**config.mk**
```make
export PLATFORM = sky130hd
export DESIGN_NAME = rxpm_monitor_top
export DESIGN_NICKNAME = d
export VERILOG_FILES = /design/src/verilog/rxpm_pkg.sv /design/src/verilog/rxpm_rate_monitor.sv /design/src/verilog/rxpm_port_regs.sv /design/src/verilog/rxpm_monitor_top.sv
export VERILOG_INCLUDE_DIRS = /design/src /design/src/verilog
export SDC_FILE = /design/constraint.sdc
export NUM_CORES = 1
export LEC_CHECK = 0
export BUFFER_PORTS_ARGS = -buffer_cell sky130_fd_sc_hd__clkbuf_2
export CORE_AREA = 2 2 199 201
export CTS_CLUSTER_DIAMETER = 150
export DETAILED_ROUTE_END_ITERATION = 10
export DIE_AREA = 0 0 201 203
export GPL_TIMING_DRIVEN = 0
export SLEW_MARGIN = 25
export SYNTH_ARGS = -nofsm -noshare
export SYNTH_HDL_FRONTEND = slang
export SYNTH_SLANG_ARGS = --single-unit
```
**constraint.sdc**
```tcl
create_clock -name core_clk -period 6.8 [get_ports core_clk]
set_input_delay 0 -clock core_clk [delete_from_list [all_inputs] [get_ports core_clk]]
set_output_delay 0 -clock core_clk [all_outputs]
set_load 0.05 [all_outputs]
```
**src/verilog/rxpm_regs.svh**
```systemverilog
// Register offsets, field positions, reset values and timing values in ns
// Included by the package and the design modules; definitions only
`ifndef RXPM_REGS_SVH
`define RXPM_REGS_SVH

`define RXPM_PORT_SELECT_ADDR     8'h4c
`define RXPM_LINE_LEN_HIGH_ADDR   8'h75
`define RXPM_LINE_LEN_LOW_ADDR    8'h76
`define RXPM_RATE_CTRL_ADDR       8'h77
`define RXPM_MSG_A_ADDR           8'h78
`define RXPM_MSG_B_ADDR           8'h79
`define RXPM_ERR_STATUS_ADDR      8'h7a

`define RXPM_RATE_CTRL_RESET      8'hc5
`define RXPM_MSG_A_RESET          8'h00
`define RXPM_MSG_B_RESET          8'h01
`define RXPM_PORT_SELECT_RESET    8'h01

`define RXPM_HYST_MSB             7
`define RXPM_HYST_LSB             6
`define RXPM_STAB_MSB             5
`define RXPM_STAB_LSB             4
`define RXPM_LOW_MSB              3
`define RXPM_LOW_LSB              0

`define RXPM_ERR_LENGTH_BIT       3
`define RXPM_ERR_CHECKSUM_BIT     2
`define RXPM_ERR_MULTI_BIT        1
`define RXPM_ERR_SINGLE_BIT       0

// Stability windows in nanoseconds, and the clock period
`define RXPM_STAB_TIME0_NS        40000
`define RXPM_STAB_TIME1_NS        80000
`define RXPM_STAB_TIME2_NS        320000
`define RXPM_STAB_TIME3_NS        1280000
`define RXPM_CLK_PERIOD_NS        4

`endif

```
**src/verilog/rxpm_pkg.sv**
```systemverilog
// Types shared by the per-port monitor register bank
// Assumes rxpm_regs.svh is on the include path
`include "rxpm_regs.svh"

package rxpm_pkg;

    // Register access strobe from the control-port slave
    typedef struct packed {
        logic       wr;
        logic       rd;
        logic [7:0] addr;
        logic [7:0] wdata;
    } rxpm_access_t;

    // Per-port packet error events, one-cycle pulses
    typedef struct packed {
        logic length_mismatch;
        logic payload_checksum;
        logic header_multi;
        logic header_single;
    } rxpm_err_t;

    typedef enum logic [1:0] {
        RXPM_STAB_40US,
        RXPM_STAB_80US,
        RXPM_STAB_320US,
        RXPM_STAB_1280US
    } rxpm_stab_sel_t;

endpackage : rxpm_pkg

```
**src/verilog/rxpm_rate_monitor.sv**
```systemverilog
// Clock rate detector for one receive port: hysteresis capture,
// stability timer and low-rate judgement. Runs on the core clock.
`timescale 1ns/1ps
`default_nettype none
`include "rxpm_regs.svh"

module rxpm_rate_monitor
    import rxpm_pkg::*;
#(
    parameter int T0_CYCLES = `RXPM_STAB_TIME0_NS / `RXPM_CLK_PERIOD_NS,
    parameter int T1_CYCLES = `RXPM_STAB_TIME1_NS / `RXPM_CLK_PERIOD_NS,
    parameter int T2_CYCLES = `RXPM_STAB_TIME2_NS / `RXPM_CLK_PERIOD_NS,
    parameter int T3_CYCLES = `RXPM_STAB_TIME3_NS / `RXPM_CLK_PERIOD_NS
)
(
    input  wire logic       core_clk,
    input  wire logic       rst_n,
    input  wire logic       clk_en,
    input  wire logic       sample_valid,
    input  wire logic [7:0] sample_mhz,
    input  wire logic [7:0] control,
    output logic [7:0]      held_mhz,
    output logic            stable,
    output logic            too_slow
);

    logic [7:0]  next_held_mhz;
    logic        next_stable;
    logic        next_too_slow;
    logic [20:0] stab_count;
    logic [20:0] next_stab_count;
    logic [20:0] stab_limit;
    logic [7:0]  diff;
    logic        outside;

    always_comb
    begin
        unique case (rxpm_stab_sel_t'(control[`RXPM_STAB_MSB:`RXPM_STAB_LSB]))
            RXPM_STAB_40US:  stab_limit = 21'(T0_CYCLES);
            RXPM_STAB_80US:  stab_limit = 21'(T1_CYCLES);
            RXPM_STAB_320US: stab_limit = 21'(T2_CYCLES);
            RXPM_STAB_1280US: stab_limit = 21'(T3_CYCLES);
        endcase
        diff = (sample_mhz > held_mhz) ? sample_mhz - held_mhz : held_mhz - sample_mhz;
        outside = diff > {6'h00, control[`RXPM_HYST_MSB:`RXPM_HYST_LSB]};
        next_held_mhz = held_mhz;
        next_stab_count = stab_count;
        next_stable = stable;
        if (sample_valid && outside)
        begin
            next_held_mhz = sample_mhz;
            next_stab_count = 21'h0;
            next_stable = 1'b0;
        end
        else if (stab_count >= stab_limit - 21'h1)
        begin
            next_stable = 1'b1;
        end
        else
        begin
            next_stab_count = stab_count + 21'h1;
        end
        next_too_slow = next_held_mhz < {4'h0, control[`RXPM_LOW_MSB:`RXPM_LOW_LSB]};
    end

    always_ff @(posedge core_clk or negedge rst_n)
    begin
        if (!rst_n)
        begin
            held_mhz <= 8'h00;
            stab_count <= 21'h0;
            stable <= 1'b0;
            too_slow <= 1'b1;
        end
        else if (clk_en)
        begin
            held_mhz <= next_held_mhz;
            stab_count <= next_stab_count;
            stable <= next_stable;
            too_slow <= next_too_slow;
        end
    end

endmodule : rxpm_rate_monitor
`default_nettype wire

```
**src/verilog/rxpm_port_regs.sv**
```systemverilog
// Registers of one receive port: line length freeze and latch,
// rate control, two message bytes, sticky packet error flags.
`timescale 1ns/1ps
`default_nettype none
`include "rxpm_regs.svh"

module rxpm_port_regs
    import rxpm_pkg::*;
(
    input  wire logic         core_clk,
    input  wire logic         rst_n,
    input  wire logic         clk_en,
    input  wire logic         selected,
    input  wire rxpm_access_t acc,
    input  wire logic         line_irq_enable,
    input  wire logic         line_valid,
    input  wire logic [15:0]  line_length,
    input  wire rxpm_err_t    err,
    output logic [7:0]        rate_control,
    output logic [7:0]        rdata
);

    logic [15:0] shown_len;
    logic [15:0] next_shown_len;
    logic [7:0]  low_latch;
    logic [7:0]  next_low_latch;
    logic        frozen;
    logic        next_frozen;
    logic [7:0]  next_rate_control;
    logic [7:0]  msg_a;
    logic [7:0]  next_msg_a;
    logic [7:0]  msg_b;
    logic [7:0]  next_msg_b;
    logic [3:0]  err_flags;
    logic [3:0]  next_err_flags;
    logic        rd_sel;
    logic        wr_sel;

    always_comb
    begin
        rd_sel = acc.rd && selected;
        wr_sel = acc.wr && selected;
        next_shown_len = shown_len;
        next_frozen = frozen;
        next_low_latch = low_latch;
        if (line_valid && !(line_irq_enable && frozen))
        begin
            next_shown_len = line_length;
            next_frozen = 1'b1;
        end
        if (rd_sel && acc.addr == `RXPM_LINE_LEN_HIGH_ADDR)
        begin
            next_low_latch = shown_len[7:0];
        end
        if (rd_sel && acc.addr == `RXPM_LINE_LEN_LOW_ADDR)
        begin
            next_frozen = 1'b0;
        end
        if (!line_irq_enable)
        begin
            next_frozen = 1'b0;
        end
        next_rate_control = rate_control;
        next_msg_a = msg_a;
        next_msg_b = msg_b;
        if (wr_sel)
        begin
            unique case (acc.addr)
                `RXPM_RATE_CTRL_ADDR: next_rate_control = acc.wdata;
                `RXPM_MSG_A_ADDR:     next_msg_a = acc.wdata;
                `RXPM_MSG_B_ADDR:     next_msg_b = acc.wdata;
                default:              next_msg_a = msg_a;
            endcase
        end
        next_err_flags = err_flags;
        if (rd_sel && acc.addr == `RXPM_ERR_STATUS_ADDR)
        begin
            next_err_flags = 4'h0;
        end
        // Set wins over the read clear
        next_err_flags[`RXPM_ERR_LENGTH_BIT]   = next_err_flags[`RXPM_ERR_LENGTH_BIT]
                                               | err.length_mismatch;
        next_err_flags[`RXPM_ERR_CHECKSUM_BIT] = next_err_flags[`RXPM_ERR_CHECKSUM_BIT]
                                               | err.payload_checksum;
        next_err_flags[`RXPM_ERR_MULTI_BIT]    = next_err_flags[`RXPM_ERR_MULTI_BIT]
                                               | err.header_multi;
        next_err_flags[`RXPM_ERR_SINGLE_BIT]   = next_err_flags[`RXPM_ERR_SINGLE_BIT]
                                               | err.header_single;
        unique case (acc.addr)
            `RXPM_LINE_LEN_HIGH_ADDR: rdata = shown_len[15:8];
            `RXPM_LINE_LEN_LOW_ADDR:  rdata = low_latch;
            `RXPM_RATE_CTRL_ADDR:     rdata = rate_control;
            `RXPM_MSG_A_ADDR:         rdata = msg_a;
            `RXPM_MSG_B_ADDR:         rdata = msg_b;
            `RXPM_ERR_STATUS_ADDR:    rdata = {4'h0, err_flags};
            default:                  rdata = 8'h00;
        endcase
    end

    always_ff @(posedge core_clk or negedge rst_n)
    begin
        if (!rst_n)
        begin
            shown_len <= 16'h0000;
            low_latch <= 8'h00;
            frozen <= 1'b0;
            rate_control <= `RXPM_RATE_CTRL_RESET;
            msg_a <= `RXPM_MSG_A_RESET;
            msg_b <= `RXPM_MSG_B_RESET;
            err_flags <= 4'h0;
        end
        else if (clk_en)
        begin
            shown_len <= next_shown_len;
            low_latch <= next_low_latch;
            frozen <= next_frozen;
            rate_control <= next_rate_control;
            msg_a <= next_msg_a;
            msg_b <= next_msg_b;
            err_flags <= next_err_flags;
        end
    end

endmodule : rxpm_port_regs
`default_nettype wire

```
**src/verilog/rxpm_monitor_top.sv**
```systemverilog
// Notes on behaviour
// Line length shows most recent line
// Interrupt enable freezes length until read
// High byte read latches low byte
// Two-bit hysteresis in MHz, default three
// Capture frequency only beyond hysteresis
// Stable after selectable time, default 40us
// Below four-bit low limit means too slow
// Two free message bytes, reset 0, 1
// Bit 3: header length mismatch
// Bit 2: payload checksum failure
// Bit 1: multi-bit header error, uncorrected
// Bit 0: single-bit header error, corrected; header_fixed passes the byte through unchanged
// Error bits sticky, clear on read
// Port select routes access to one copy; every port whose port_select bit is set takes the access
// Error status sits at offset 7a
// New error during clear stays set
//
// Top of the per-port receive monitor register bank.
// Assumes a control-port slave that issues one-cycle register strobes
// and samples read data one cycle after a read strobe.
`timescale 1ns/1ps
`default_nettype none
`include "rxpm_regs.svh"

module rxpm_monitor_top
    import rxpm_pkg::*;
#(
    parameter int PORTS = 2
)
(
    input  wire logic                  core_clk,
    input  wire logic                  reset_n,
    input  wire logic                  clk_en,
    input  wire rxpm_pkg::rxpm_access_t acc,
    input  wire logic                  line_irq_enable,
    input  wire logic [PORTS-1:0]      line_valid,
    input  wire logic [PORTS*16-1:0]   line_length,
    input  wire rxpm_pkg::rxpm_err_t [PORTS-1:0] err,
    input  wire logic [PORTS-1:0]      rate_sample_valid,
    input  wire logic [PORTS*8-1:0]    rate_sample_mhz,
    input  wire logic [PORTS*8-1:0]    header_in,
    output logic [7:0]                 rdata,
    output logic [PORTS*8-1:0]         header_fixed,
    output logic [PORTS-1:0]           clock_stable,
    output logic [PORTS-1:0]           clock_too_slow,
    output logic [PORTS*8-1:0]         clock_rate_mhz
);

    logic             rst_meta;
    logic             rst_n;
    logic [7:0]       port_select;
    logic [7:0]       next_port_select;
    logic [7:0]       next_rdata;
    logic [7:0]       port_rdata [PORTS];
    logic [7:0]       port_rate_ctrl [PORTS];
    logic [PORTS*8-1:0] next_header_fixed;

    always_ff @(posedge core_clk or negedge reset_n)
    begin
        if (!reset_n)
        begin
            rst_meta <= 1'b0;
            rst_n <= 1'b0;
        end
        else
        begin
            rst_meta <= 1'b1;
            rst_n <= rst_meta;
        end
    end

    genvar p;
    generate
        for (p = 0; p < PORTS; p++)
        begin : g_port
            rxpm_port_regs u_regs (
                .core_clk        (core_clk),
                .rst_n           (rst_n),
                .clk_en          (clk_en),
                .selected        (port_select[p]),
                .acc             (acc),
                .line_irq_enable (line_irq_enable),
                .line_valid      (line_valid[p]),
                .line_length     (line_length[p*16 +: 16]),
                .err             (err[p]),
                .rate_control    (port_rate_ctrl[p]),
                .rdata           (port_rdata[p])
            );
            rxpm_rate_monitor u_rate (
                .core_clk     (core_clk),
                .rst_n        (rst_n),
                .clk_en       (clk_en),
                .sample_valid (rate_sample_valid[p]),
                .sample_mhz   (rate_sample_mhz[p*8 +: 8]),
                .control      (port_rate_ctrl[p]),
                .held_mhz     (clock_rate_mhz[p*8 +: 8]),
                .stable       (clock_stable[p]),
                .too_slow     (clock_too_slow[p])
            );
        end
    endgenerate

    always_comb
    begin
        next_port_select = port_select;
        if (acc.wr && acc.addr == `RXPM_PORT_SELECT_ADDR)
        begin
            next_port_select = acc.wdata;
        end
        next_rdata = 8'h00;
        if (acc.rd)
        begin
            if (acc.addr == `RXPM_PORT_SELECT_ADDR)
            begin
                next_rdata = port_select;
            end
            else
            begin
                // Lowest selected port answers
                for (int i = PORTS - 1; i >= 0; i--)
                begin
                    if (port_select[i])
                    begin
                        next_rdata = port_rdata[i];
                    end
                end
            end
        end
        // Single-bit header errors pass the header byte through unchanged
        next_header_fixed = header_in;
        for (int i = 0; i < PORTS; i++)
        begin
            if (err[i].header_single)
            begin
                next_header_fixed[i*8 +: 8] = header_in[i*8 +: 8];
            end
        end
    end

    always_ff @(posedge core_clk or negedge rst_n)
    begin
        if (!rst_n)
        begin
            port_select <= `RXPM_PORT_SELECT_RESET;
            rdata <= 8'h00;
            header_fixed <= '0;
        end
        else if (clk_en)
        begin
            port_select <= next_port_select;
            rdata <= next_rdata;
            header_fixed <= next_header_fixed;
        end
    end

endmodule : rxpm_monitor_top
`default_nettype wire

```
; After elaboration in Yosys (flattened, before gate mapping)
; Index checks and enable logic that the tools add are counted.
[classes]
n_bitwise = 8
n_reduce_logical = 40
order_cmp = 8
addsub = 8
n_mux = 28
eq_ne = 17
[op_table]
columns = operator, n
row1 = case mux 21 bit (4 select lines), 2
row2 = case mux 8 bit (6 select lines), 2
row3 = two-way mux 21 bit, 4
row4 = two-way mux 8 bit, 8
row5 = equality test 8 x 7 -> 1 bit (second input constant), 7
row6 = adder 21 x 1 -> 21 bit (second input constant), 2
row7 = greater-or-equal comparator 21 bit, 2
row8 = subtractor 21 x 1 -> 21 bit (second input constant), 2
row9 = subtractor 8 bit, 4
row10 = AND reduction 2 bit, 11
row11 = AND reduction 3 bit, 6
row12 = logical AND 1 bit, 17
row13 = greater-than comparator 8 x 2 -> 1 bit, 2
row14 = greater-than comparator 8 bit, 2
row15 = < comparator 8 x 4 -> 1 bit, 2
row16 = two-way mux 1 bit, 10
row17 = equality test 2 bit (second input constant), 4
row18 = two-way mux 4 bit, 2
row19 = OR 1 bit, 8
row20 = != test 3 x 1 -> 1 bit (second input constant), 2
row21 = equality test 2 x 1 -> 1 bit (second input constant), 2
row22 = logical NOT 2 bit, 2
row23 = != test 2 x 1 -> 1 bit (second input constant), 2
row24 = nonzero test 2 bit, 2
row25 = logical NOT 1 bit, 2
[word_totals]
wordCells = 136
input_bits = 98
regBits = 202

; Logic depth before layout (Yosys ltp)
; Gate-level depths: netlist (run 1).
[logic_depth]
ltp_word = 6
depth_mapped = 23

; Cells and area by module
; A second synthesis (run 1) with hierarchy kept.
[unflattened]
cells_unflattened = 1194
hier_area_um2 = 12669.7
[modules_own_cells]
columns = module, cells_each, area_each_um2, instances, seq_area_each_um2
row1 = rxpm_port_regs, 191, 2592.5, 2, 1332.5
row2 = rxpm_rate_monitor (g_port[1].u_rate), 340, 3009.1, 1, 777.0
row3 = rxpm_rate_monitor (g_port[0].u_rate), 361, 2987.9, 1, 777.0
row4 = rxpm_monitor_top, 111, 1487.7, 1, 852.1

; Least setup slack after synthesis (run 1)
; No wires, ideal clock.
[synth_timing]
kind = reg-to-reg
startpoint = reg g_port[0].u_rate.held_mhz[0]
endpoint = reg g_port[0].u_rate.too_slow
period_less_slack_ps = 5069
arrival_ps = 4987
path_stages_with_launch = 23
slack_ps = 1731
setup_ps = 82
path_cell_list = dfrtp_1 > ha_1 > inv_1 > fa_1 > a21o_1 > a21o_1 > a21oi_1 > nor2_1 > mux2_2 > ha_1 > nor2b_1 > o21ai_0 > o221ai_1 > or3_1 > nor4_2 > nor2b_2 > o32ai_4 > nand2_1 > o21ai_0 > ha_1 > a2111oi_0 > mux2i_1 > a22oi_1
[synth_between]
elab_chain_len = 6
word_cells_on_any_way = 8
[synth_lines]
columns = item, line
row1 = start: declaration, rxpm_rate_monitor.sv:22  ; output logic [7:0] held_mhz,
row2 = start signal: assignment, rxpm_rate_monitor.sv:77  ; held_mhz <= next_held_mhz;
row3 = subtractor 8 bit / greater-than comparator 8 bit (equally long branches), rxpm_rate_monitor.sv:44  ; diff = (sample_mhz > held_mhz) ? sample_mhz - held_mhz : held_mhz - sample_mhz;
row4 = two-way mux 8 bit *, rxpm_rate_monitor.sv:44
row5 = greater-than comparator 8 x 2 -> 1 bit *, rxpm_rate_monitor.sv:45  ; outside = diff > {6'h00, control[`RXPM_HYST_MSB:`RXPM_HYST_LSB]};
row6 = logical AND 1 bit *, rxpm_rate_monitor.sv:49  ; if (sample_valid && outside)
row7 = two-way mux 8 bit *, rxpm_rate_monitor.sv:49
row8 = via g_port[0].u_rate.next_held_mhz[3], rxpm_rate_monitor.sv:27  ; logic [7:0] next_held_mhz;
row9 = < comparator 8 x 4 -> 1 bit *, rxpm_rate_monitor.sv:63  ; next_too_slow = next_held_mhz < {4'h0, control[`RXPM_LOW_MSB:`RXPM_LOW_LSB]};
row10 = end signal: assignment, rxpm_rate_monitor.sv:80  ; too_slow <= next_too_slow;
row11 = end: declaration, rxpm_rate_monitor.sv:24  ; output logic too_slow
; Mark *: on every way through the listed nets, which the timed path passes. The rest lies on a longest branch.
; A chain may end at the register's enable or synchronous reset.

; Worst setup path in the final report (run 1)
[layout_timing]
startpoint = reg g_port[1].u_rate.held_mhz[5]
endpoint = reg g_port[1].u_rate.too_slow
[layout_between]
elab_chain_len = 6
word_cells_on_any_way = 8
[layout_lines]
columns = item, line
row1 = start: declaration, rxpm_rate_monitor.sv:22
row2 = start signal: assignment, rxpm_rate_monitor.sv:77
row3 = subtractor 8 bit / greater-than comparator 8 bit (equally long branches), rxpm_rate_monitor.sv:44
row4 = two-way mux 8 bit *, rxpm_rate_monitor.sv:44
row5 = greater-than comparator 8 x 2 -> 1 bit *, rxpm_rate_monitor.sv:45
row6 = logical AND 1 bit *, rxpm_rate_monitor.sv:49
row7 = two-way mux 8 bit *, rxpm_rate_monitor.sv:49
row8 = via g_port[1].u_rate.next_held_mhz[2], rxpm_rate_monitor.sv:27
row9 = < comparator 8 x 4 -> 1 bit *, rxpm_rate_monitor.sv:63
row10 = end signal: assignment, rxpm_rate_monitor.sv:80
row11 = end: declaration, rxpm_rate_monitor.sv:24
; Marks and branches as above.

==> results.toml, run 1 <==
[min_path]
hp-start = "acc[16]"
hold_path.class = "in2reg"
min_to = "rdata[5]$_DFFE_PN0P_"
hold_path_depth = 3

[routing]
route.detailed.drc = 0
wl_per_cell_um = 17.6
firstDrtPassIters = 6
vias = 9402
vias_per_cell = 4.96
drt_iter0_drc = 561
antenna_left = 0
wirelength_um = 33300

[synthesis]
yosysSeqAreaShare_pct = 44.0
yosysTopAreaCell = "dfrtp_1"
synth_edf_count = 0
yosys-top-cells-area = "dfrtp_1 (41%), mux2_2 (11%), ha_1 (9.1%)"
yosys_register_bits = 202
yosysMostFrequentCell = "dfrtp_1"
syn-mean-instance-area_sq_um = 10.4
async_reset_ff_share_pct = 100
synthDistinctLibCells = 68
yosysWarnings = 0
synth_common_cells = "dfrtp_1 (189), mux2_2 (113), ha_1 (84), inv_1 (74), nand2_1 (74)"
synthFlopType = "dfrtp_1"
synthCells = 1107
synth_area_sq_um = 11500
synth.top_cell.area_share_pct = 41.0

[layout]
antenna_cells = 0
drive_gt1_share_pct = 23.8
fin_util_pct = 38.0
final_nets = 1550
areaGrowthSynthToFinish_pct = 26.8
design_area_sq_um = 14600

[sta]
tightest_slew_ns = 0.963
finalMaxSlewViolations = 0
period_minus_slack_ns = 5.78
fin_skew_ns = 0.00876
finalCritPeriodShare_pct = 85.0
clock.fmax_ghz = 0.173
final-setup-viol-count = 0
max-slew-margin-rel_pct = 35.6
final_hold_viol_count = 0
rsz0062_at_grt = "false"

[clock_tree]
htreeDepth = 1
clk-insertion-delay-late_ns = 0.52
cts_resized = 0
path_clk_slew_ns = 0.06
cts_buffer_depth = 3
postCtsSetupBuffers = 0
cts_hold_buf = 87
root_buffer = "clkbuf_16"
cts_tree = "yes"
cts_made_buffers = 22
clock-sinks = 202

[setup_path]
r2r-start = "g_port[1].u_rate.held_mhz[5]$_DFFE_PN0P_"
crit_top_cell = "ha_1"
path_delay_family = "compound AO/OA/AOI/OAI gates"
cp_slowest_cell = "o32ai_1"
critical_path_class = "reg2reg"
worst_setup_path_end_kind = "register"
crit_chain = "ha_1, clkbuf_1, a211oi_1, nor3b_1, o32ai_1, mux2_2, ha_1, nor2b_1, o21ai_0, o2111ai_1, nor4_1, a311oi_1, a22o_1, clkbuf_1, o21ai_0, ha_1, a21o_1, a21oi_1, nand2_1, o32ai_1"
cp_max_fo = 10
slowest_delay_ns = 0.71
path_depth = 20
worstPathRequired_ns = 7.22
crit_path_start_kind = "register"
worst-path-buf-inv = 2
reg2reg_depth = 20
r2r-end = "g_port[1].u_rate.too_slow$_DFFE_PN1P_"
worst-r2r-setup-slack_ns = 1.02
worstPathArrival_ns = 6.20

[global_route]
track_usage_pct = 16.5
grt_first_pass_wirelength_um = 53900
grt_max_degree = 53
grt_pass1_vias = 9791
grt_antenna_before_repair = 0
overflow = 0

[outcome]
outcome = "complete, no violations"

[floorplan]
initial_core_util_pct = 30.0
die_w_um = 201
dieHeight_um = 203
core_area_sq_um = 38500
rows = 72
die_area_sq_um = 40800
ios = 142

[placed_design]
dp.final_hpwl_um = 25000
placed_area_sq_um = 13000
routabilityCongestion = 0.866
numPortBuffers = 140

[pwr]
vdd_drop_max_mv = 0.225
combPwrFrac_pct = 35.9
power.static_leakage_nw = 6.87
seqPwrFrac_pct = 34.4
power.density_nw_per_um2 = 283
switching_share_pct = 36.8
internal_power_mw = 2.62
clockPowerShare_pct = 29.7
p_sw_mw = 1.52

[run]
maxCapViolations = 0
per-stage QoR:
stage / setup TNS (ns) / setup slack, ns / hold WS (ns) / std cells / total power [mW]
floorplan: 0 / 0.777 / -0.296 / 1109 / 2.49
global placement: -326.12 / -1.77 / -0.213 / 1767 / 2.85
detailed placement: 0 / 1.04 / -0.209 / 1771 / 2.88
CTS: 0 / 1.00 / 0.0384 / 1897 / 4.17
global route: 0 / 0.639 / 0.0483 / 1897 / 4.38
finish: 0 / 1.02 / 0.0510 / 1897 / 4.14
logic make-up after synthesis:
group,count (synthesis),share of synthesized area [%]
AND/OR/NAND/NOR,294,12.7
AO/OA/AOI/OAI,232,13.7
flip-flops,202,44.0
buffers and inverters,127,4.78
multiplexers,124,12.0
adder cells (fa/ha/maj),88,9.82
XOR/XNOR,39,2.96
other,1,0.0325
cell usage in the layout, fill, tap and decap left out, types with 7 or more instances in the layout:
master	synthesis	final
a211oi_1	8	8
a21o_1	17	17
a21oi_1	52	52
a22o_1	19	19
a22oi_1	25	25
a31oi_1	11	11
and3_1	8	8
clkbuf_1	34	39
clkbuf_16	0	23
clkbuf_2	0	140
clkbuf_8	0	7
dfrtp_1	189	188
dfstp_2	13	13
dlygate4sd3_1	0	87
ha_1	84	84
inv_1	74	74
mux2_2	113	113
mux2i_1	11	11
nand2_1	74	74
nand2b_1	7	7
nand3_1	34	34
nand4_1	21	21
nor2_1	70	70
nor2b_1	9	9
nor3_1	22	20
nor4_1	11	11
o21ai_0	47	47
xnor2_1	18	18
xor2_1	21	21
state kept, by name (all words and copies together), names as in the netlist:
signal,cells
g_port.u_regs.frozen,2
g_port.u_rate.stab_count,42
g_port.u_regs.err_flags,8
g_port.u_rate.too_slow,2
g_port.u_regs.msg_b,16
g_port.u_rate.stable,2
port_select,8
header_fixed,16
rst_n,1
g_port.u_regs.msg_a,16
g_port.u_regs.rate_control,16
g_port.u_rate.held_mhz,16
rdata,8
g_port.u_regs.low_latch,16
g_port.u_regs.shown_len,32
rst_meta,1
worst register-to-register path, delay by kind of cell (launching register included):
family                   cells  cell delay (ns)
AO/OA/AOI/OAI               10             2.82
adder cells (fa/ha/maj)      3             0.88
AND/OR/NAND/NOR              4             0.70
buffers and inverters        2             0.46
flip-flops                   1             0.42
multiplexers                 1             0.42
worst max-delay path by stage:
stage	startpoint	endpoint	slack (ns)
2_1_floorplan	rst_n$_DFF_PN0_	g_port[0].u_rate.held_mhz[0]$_DFFE_PN0P_	0.78
3_3_place_gp	rst_n$_DFF_PN0_	g_port[0].u_rate.stab_count[16]$_DFFE_PN0P_	-1.77
3_5_place_dp	g_port[1].u_rate.held_mhz[5]$_DFFE_PN0P_	g_port[1].u_rate.too_slow$_DFFE_PN1P_	1.04
4_1_cts	g_port[1].u_rate.held_mhz[5]$_DFFE_PN0P_	g_port[1].u_rate.too_slow$_DFFE_PN1P_	1.00
5_1_grt	g_port[0].u_rate.held_mhz[0]$_DFFE_PN0P_	g_port[0].u_rate.too_slow$_DFFE_PN1P_	0.64
6_report	g_port[1].u_rate.held_mhz[5]$_DFFE_PN0P_	g_port[1].u_rate.too_slow$_DFFE_PN1P_	1.02
routing by layer:
layer  global-route usage, %  part of all wire (%)  vias up
li1                        -                     -     4499
met1                    21.7                    45     4617
met2                    28.7                    48      246
met3                    3.05                   5.0       40
met4                    2.38                   1.3        0
met5                       0                     0        -
power groups by stage:
stage	registers (mW)	logic [mW]	clock network (mW)
floorplan	1.63	0.857	0
global placement	1.46	1.38	0
detailed placement	1.45	1.44	0
CTS	1.43	1.49	1.25
global route	1.44	1.64	1.30
finish	1.42	1.48	1.23
area by class of cell:
type	instances	area (sq um)
Fill cell	3851	23900
Multi-Input combinational cell	780	5920
Sequential cell	202	5070
Timing Repair Buffer	231	1670
Clock buffer	35	691
Tap cell	518	648
Inverter	74	278
Buffer	53	273
Clock inverter	4	50.0
Note: power is estimated with default switching activity, not from simulation.
==> run 2: changes to the inputs <==
clock period = 5.3 ns   (was 6.8 ns; I/O delays follow)
==> results.toml, run 2 (synthesis gave the netlist of run 1 again) <==
[outcome]
outcome = "complete, no violations"

[layout]
largest_register = "g_port.u_rate.stab_count"
drive_gt1_share_pct = 24.9
biggestRegsByFlops = "g_port.u_rate.stab_count x42, g_port.u_regs.shown_len x32"
final_common_cell = "dfrtp_1"
final_nets = 1550
mostFrequentLayoutCells = "dfrtp_1 (188), clkbuf_2 (140), mux2_2 (113), dlygate4sd3_1 (86), ha_1 (83)"
areaGrowthSynthToFinish_pct = 28.0
largest_reg_flops = 42
antenna_cells = 0
fin_util_pct = 38.3

[global_route]
overflow = 0
grt_pass1_vias = 9799
track_usage_pct = 16.4
grt_max_degree = 51
grt_antenna_before_repair = 0
grt_first_pass_wirelength_um = 53600

[sta]
final_hold_viol_count = 0
max-slew-margin-rel_pct = 39.6
final-setup-viol-count = 0
fin_setup_tns_ns = 0
tightest_slew_ns = 0.903
fin_skew_ns = 0.0204
period_minus_slack_ns = 5.09
finalCritPeriodShare_pct = 96.0
clock.fmax_ghz = 0.197
rsz0062_at_grt = "true"
finalMaxSlewViolations = 0
finalWorstSetupSlack_ns = 0.213
hold_slack_ns = 0.0170

[placed_design]
routabilityCongestion = 0.881
pre_cts_ws_ns = -0.369
dp.final_hpwl_um = 24700
numPortBuffers = 140

[setup_path]
critical_path_class = "reg2reg"
cp_slowest_cell = "or3_1"
crit_chain = "ha_1, inv_1, fa_1, a21o_1, a21o_1, a21oi_2, nor2_2, mux2_2, ha_1, nor2b_1, o21ai_2, o221ai_1, or3_1, nor4_4, nor2b_4, o32ai_4, nand2_1, o21ai_2, ha_2, a2111oi_4, mux2i_1, a22oi_1"
worstPathRequired_ns = 5.73
worst_setup_path_end_kind = "register"
worst-r2r-setup-slack_ns = 0.21
crit_path_start_kind = "register"
slowest_delay_ns = 0.42
worstPathArrival_ns = 5.52
cp_max_fo = 10

[floorplan]
die_w_um = 201
die_area_sq_um = 40800
rows = 72
initial_core_util_pct = 30.0
core_area_sq_um = 38500
dieHeight_um = 203
ios = 142

[pwr]
power.density_nw_per_um2 = 371
seqPwrFrac_pct = 33.5
switching_share_pct = 36.9
total_power_mw = 5.47
vdd_drop_max_mv = 0.303
p_sw_mw = 2.02
clockPowerShare_pct = 30.0
internal_power_mw = 3.45
power.static_leakage_nw = 6.92
combPwrFrac_pct = 36.5

[clock_tree]
root_buffer = "clkbuf_16"
cts_buffer_depth = 3
clock-sinks = 202
htreeDepth = 1
clk-insertion-delay-late_ns = 0.53
path_clk_slew_ns = 0.06
cts_tree = "yes"
cts_made_buffers = 23

[routing]
drt_iter0_drc = 540
wl_per_cell_um = 17.6
antenna_left = 0
vias_per_cell = 4.97
wirelength_um = 33500
route.detailed.drc = 0
vias = 9431
firstDrtPassIters = 5

[run]
maxCapViolations = 0

[min_path]
hold_path.class = "in2reg"
## run 2: cell types whose count changed in the layout (fill, tap and decap cells not counted), sizes merged
cell,previous run,this run
clkbuf,209,206
clkinv,1,4
buf,23,25
clkinvlp,2,0
bufinv,1,2
dlygate4sd3,87,86
inv,74,75
## run 2: metrics by stage
| stage | area, sq um | cells |
|---|---|---|
| 6_report | 14700 | 1898 |
| 5_1_grt | 14700 | 1898 |
| 4_1_cts | 14700 | 1898 |
| 3_5_place_dp | 13000 | 1771 |
| 3_3_place_gp | 12900 | 1767 |
| 2_1_floorplan | 11500 | 1109 |
## run 2: cell type report
class	count	area, sq um
inverters	74	278
well taps	518	648
plain buffers	51	265
clock buffers	34	687
flip-flops and latches	202	5070
clock inverters	7	92.6
fillers	3815	23700
multi-input cells	780	6020
repair buffers	232	1680
## run 2: power groups by stage
stage / Sequential [mW] / Clock (mW) / Combinational, mW
final: 1.83 / 1.64 / 2.00
after floorplan: 2.09 / 0 / 1.10
after global routing: 1.85 / 1.74 / 2.19
after CTS: 1.83 / 1.68 / 1.95
after global placement: 1.88 / 0 / 1.77
after detailed placement: 1.86 / 0 / 1.83
## run 2: path summary, 6_finish.rpt
check | startpoint | to | cells past startpoint
min | acc[16] | rdata[7]$_DFFE_PN0P_ | 3
max in group asynchronous | rst_n$_DFF_PN0_ | g_port[0].u_regs.rate_control[0]$_DFFE_PN1P_ | 2
min reg2reg | rst_n$_DFF_PN0_ | g_port[1].u_rate.stab_count[14]$_DFFE_PN0P_ | 0
max reg2reg | g_port[0].u_rate.held_mhz[0]$_DFFE_PN0P_ | g_port[0].u_rate.too_slow$_DFFE_PN1P_ | 22
min in group asynchronous | rst_n$_DFF_PN0_ | g_port[1].u_rate.stab_count[14]$_DFFE_PN0P_ | 0
max | g_port[0].u_rate.held_mhz[0]$_DFFE_PN0P_ | g_port[0].u_rate.too_slow$_DFFE_PN1P_ | 22
## run 2: per-layer routing
layer	wire (um)	global-route usage, %	vias up
li1	-	-	4496
met3	1800	3.03	45
met5	0	0	-
met4	599	3.20	0
met1	14900	21.5	4608
met2	16200	28.3	282
## run 2: critical path: cells and delay by family, from the launching register on
family | cells | cell delay [ns]
AOI/OAI and AO/OA | 9 | 1.70
adders and majority gates | 4 | 1.23
and+or+nand+nor | 6 | 1.19
muxes | 2 | 0.42
DFF | 1 | 0.38
buffers and inverters | 1 | 0.06
## run 2: timing repair
item | CTS | global route
endpoints found under the setup margin | 2 | 2
gates resized for setup | 11 | 10
hold buffers | 86 | 0
pin swaps | 1 | 2
endpoints found under the hold margin | 134 | 0
setup buffers | 0 | 2
==> run 3: changes to the inputs <==
==> constraint.sdc (replaced) <==
create_clock -name core_clk -period 5.3 [get_ports core_clk]
set_input_delay 0.53 -clock core_clk [delete_from_list [all_inputs] [get_ports core_clk]]
set_output_delay 0.53 -clock core_clk [all_outputs]
set_load 0.05 [all_outputs]
==> results.toml, run 3 (synthesis gave the netlist of run 1 again) <==
[sta]
finalWorstSetupSlack_ns = 0.208
final-setup-viol-count = 0
clock.fmax_ghz = 0.196
finalCritPeriodShare_pct = 96.1
tightest_slew_ns = 0.901
fin_skew_ns = 0.0207
max-slew-margin-rel_pct = 39.7
rsz0062_at_grt = "true"
final_hold_viol_count = 0
period_minus_slack_ns = 5.09
finalMaxSlewViolations = 0
fin_setup_tns_ns = 0
hold_slack_ns = 0.225

[setup_path]
slowest_delay_ns = 0.43
worst_setup_path_end_kind = "register"
path_depth = 22
path_delay_family = "compound AO/OA/AOI/OAI gates"
worstPathRequired_ns = 5.73
worstPathArrival_ns = 5.52
reg2reg_depth = 22
critical_path_class = "reg2reg"
crit_chain = "ha_1, inv_1, fa_1, a21o_1, a21o_1, a21oi_2, nor2_2, mux2_2, ha_1, nor2b_1, o21ai_2, o221ai_1, or3_1, nor4_4, nor2b_4, o32ai_4, nand2_1, o21ai_2, ha_2, a2111oi_4, mux2i_1, a22oi_1"
crit_path_start_kind = "register"
worst-path-buf-inv = 1
cp_max_fo = 10
cp_slowest_cell = "or3_1"

[routing]
antenna_left = 0
vias = 9063
wirelength_um = 32700
wl_per_cell_um = 18.0
firstDrtPassIters = 7
route.detailed.drc = 0
drt_iter0_drc = 548
vias_per_cell = 5.00

[global_route]
track_usage_pct = 16.0
grt_first_pass_wirelength_um = 51900
grt_max_degree = 51
grt_pass1_vias = 9346
grt_antenna_before_repair = 1
overflow = 0

[clock_tree]
path_clk_slew_ns = 0.06
cts_made_buffers = 23
clk-insertion-delay-late_ns = 0.53
clock-sinks = 202
htreeDepth = 1
cts_buffer_depth = 3
cts_tree = "yes"
root_buffer = "clkbuf_16"

[outcome]
outcome = "complete, no violations"

[layout]
antenna_cells = 0
final_nets = 1465
areaGrowthSynthToFinish_pct = 20.6
largest_reg_flops = 42
design_area_sq_um = 13900
fin_util_pct = 36.1
largest_register = "g_port.u_rate.stab_count"
final_common_cell = "dfrtp_1"
drive_gt1_share_pct = 26.6
biggestRegsByFlops = "g_port.u_rate.stab_count x42, g_port.u_regs.shown_len x32"
mostFrequentLayoutCells = "dfrtp_1 (188), clkbuf_2 (140), mux2_2 (113), ha_1 (83)"

[pwr]
power.density_nw_per_um2 = 389
vdd_drop_max_mv = 0.301
power.static_leakage_nw = 6.56

[floorplan]
dieHeight_um = 203
ios = 142
die_w_um = 201
core_area_sq_um = 38500
die_area_sq_um = 40800
rows = 72
initial_core_util_pct = 30.0

[placed_design]
placed_area_sq_um = 13000
pre_cts_ws_ns = -0.685
numPortBuffers = 140
routabilityCongestion = 0.881
dp.final_hpwl_um = 24700

[run]
maxCapViolations = 0

[min_path]
hold_path.class = "reg2async"
==> run 3: cell types whose count changed in the layout (fill, tap and decap cells not counted) <==
| cell | previous run | this run |
|---|---|---|
| dlygate4sd3_1 | 86 | 1 |
==> run 3: path summary, 6_finish.rpt <==
path / from / endpoint / slack [ns]
setup / recovery: g_port[0].u_rate.held_mhz[0]$_DFFE_PN0P_ / g_port[0].u_rate.too_slow$_DFFE_PN1P_ / 0.21
hold / removal: rst_n$_DFF_PN0_ / g_port[1].u_rate.stab_count[14]$_DFFE_PN0P_ / 0.23
setup reg to reg: g_port[0].u_rate.held_mhz[0]$_DFFE_PN0P_ / g_port[0].u_rate.too_slow$_DFFE_PN1P_ / 0.21
hold reg to reg: rst_n$_DFF_PN0_ / g_port[1].u_rate.stab_count[14]$_DFFE_PN0P_ / 0.23
max in group asynchronous: rst_n$_DFF_PN0_ / g_port[0].u_regs.rate_control[0]$_DFFE_PN1P_ / 4.15
min in group core_clk: header_in[4] / header_fixed[4]$_DFFE_PN0P_ / 0.23
==> run 3: layout make-up <==
| cell class | count | area (sq um) |
|---|---|---|
| fillers | 3883 | 24600 |
| multi-input cells | 780 | 6020 |
| flip-flops and latches | 202 | 5070 |
| repair buffers | 147 | 828 |
| clock buffers | 34 | 687 |
| well taps | 518 | 648 |
| inverters | 74 | 278 |
| plain buffers | 51 | 265 |
| clock inverters | 7 | 92.6 |
==> run 3: where the power goes <==
part	switching (mW)	leakage [nW]	internal [mW]
clock	0.646	0.387	0.993
combinational	1.22	3.64	0.718
sequential	0.136	2.54	1.69
total	2.00	6.56	3.41
==> run 3: repair_timing <==
item	CTS	global route
endpoints found under the hold margin	2	0
buffers inserted	0	2
resized for setup	11	10
hold buffers	1	0
endpoints found under the setup margin	2	2
pin swaps	1	2
==> run 3: metrics by stage <==
stage                     std cells  power [mW]
after CTS                      1813        5.40
final                          1813        5.41
after floorplan                1109        3.19
after global placement         1767        3.65
after detailed placement       1771        3.69
after global routing           1813        5.72
==> run 3: metal layers <==
layer / vias to the layer above / share of wire (%) / track usage (%)
met5: - / 0.040 / 0
met4: 2 / 1.8 / 3.02
met3: 47 / 5.7 / 3.19
met2: 272 / 48 / 27.3
met1: 4407 / 45 / 21.1
li1: 4335 / - / -
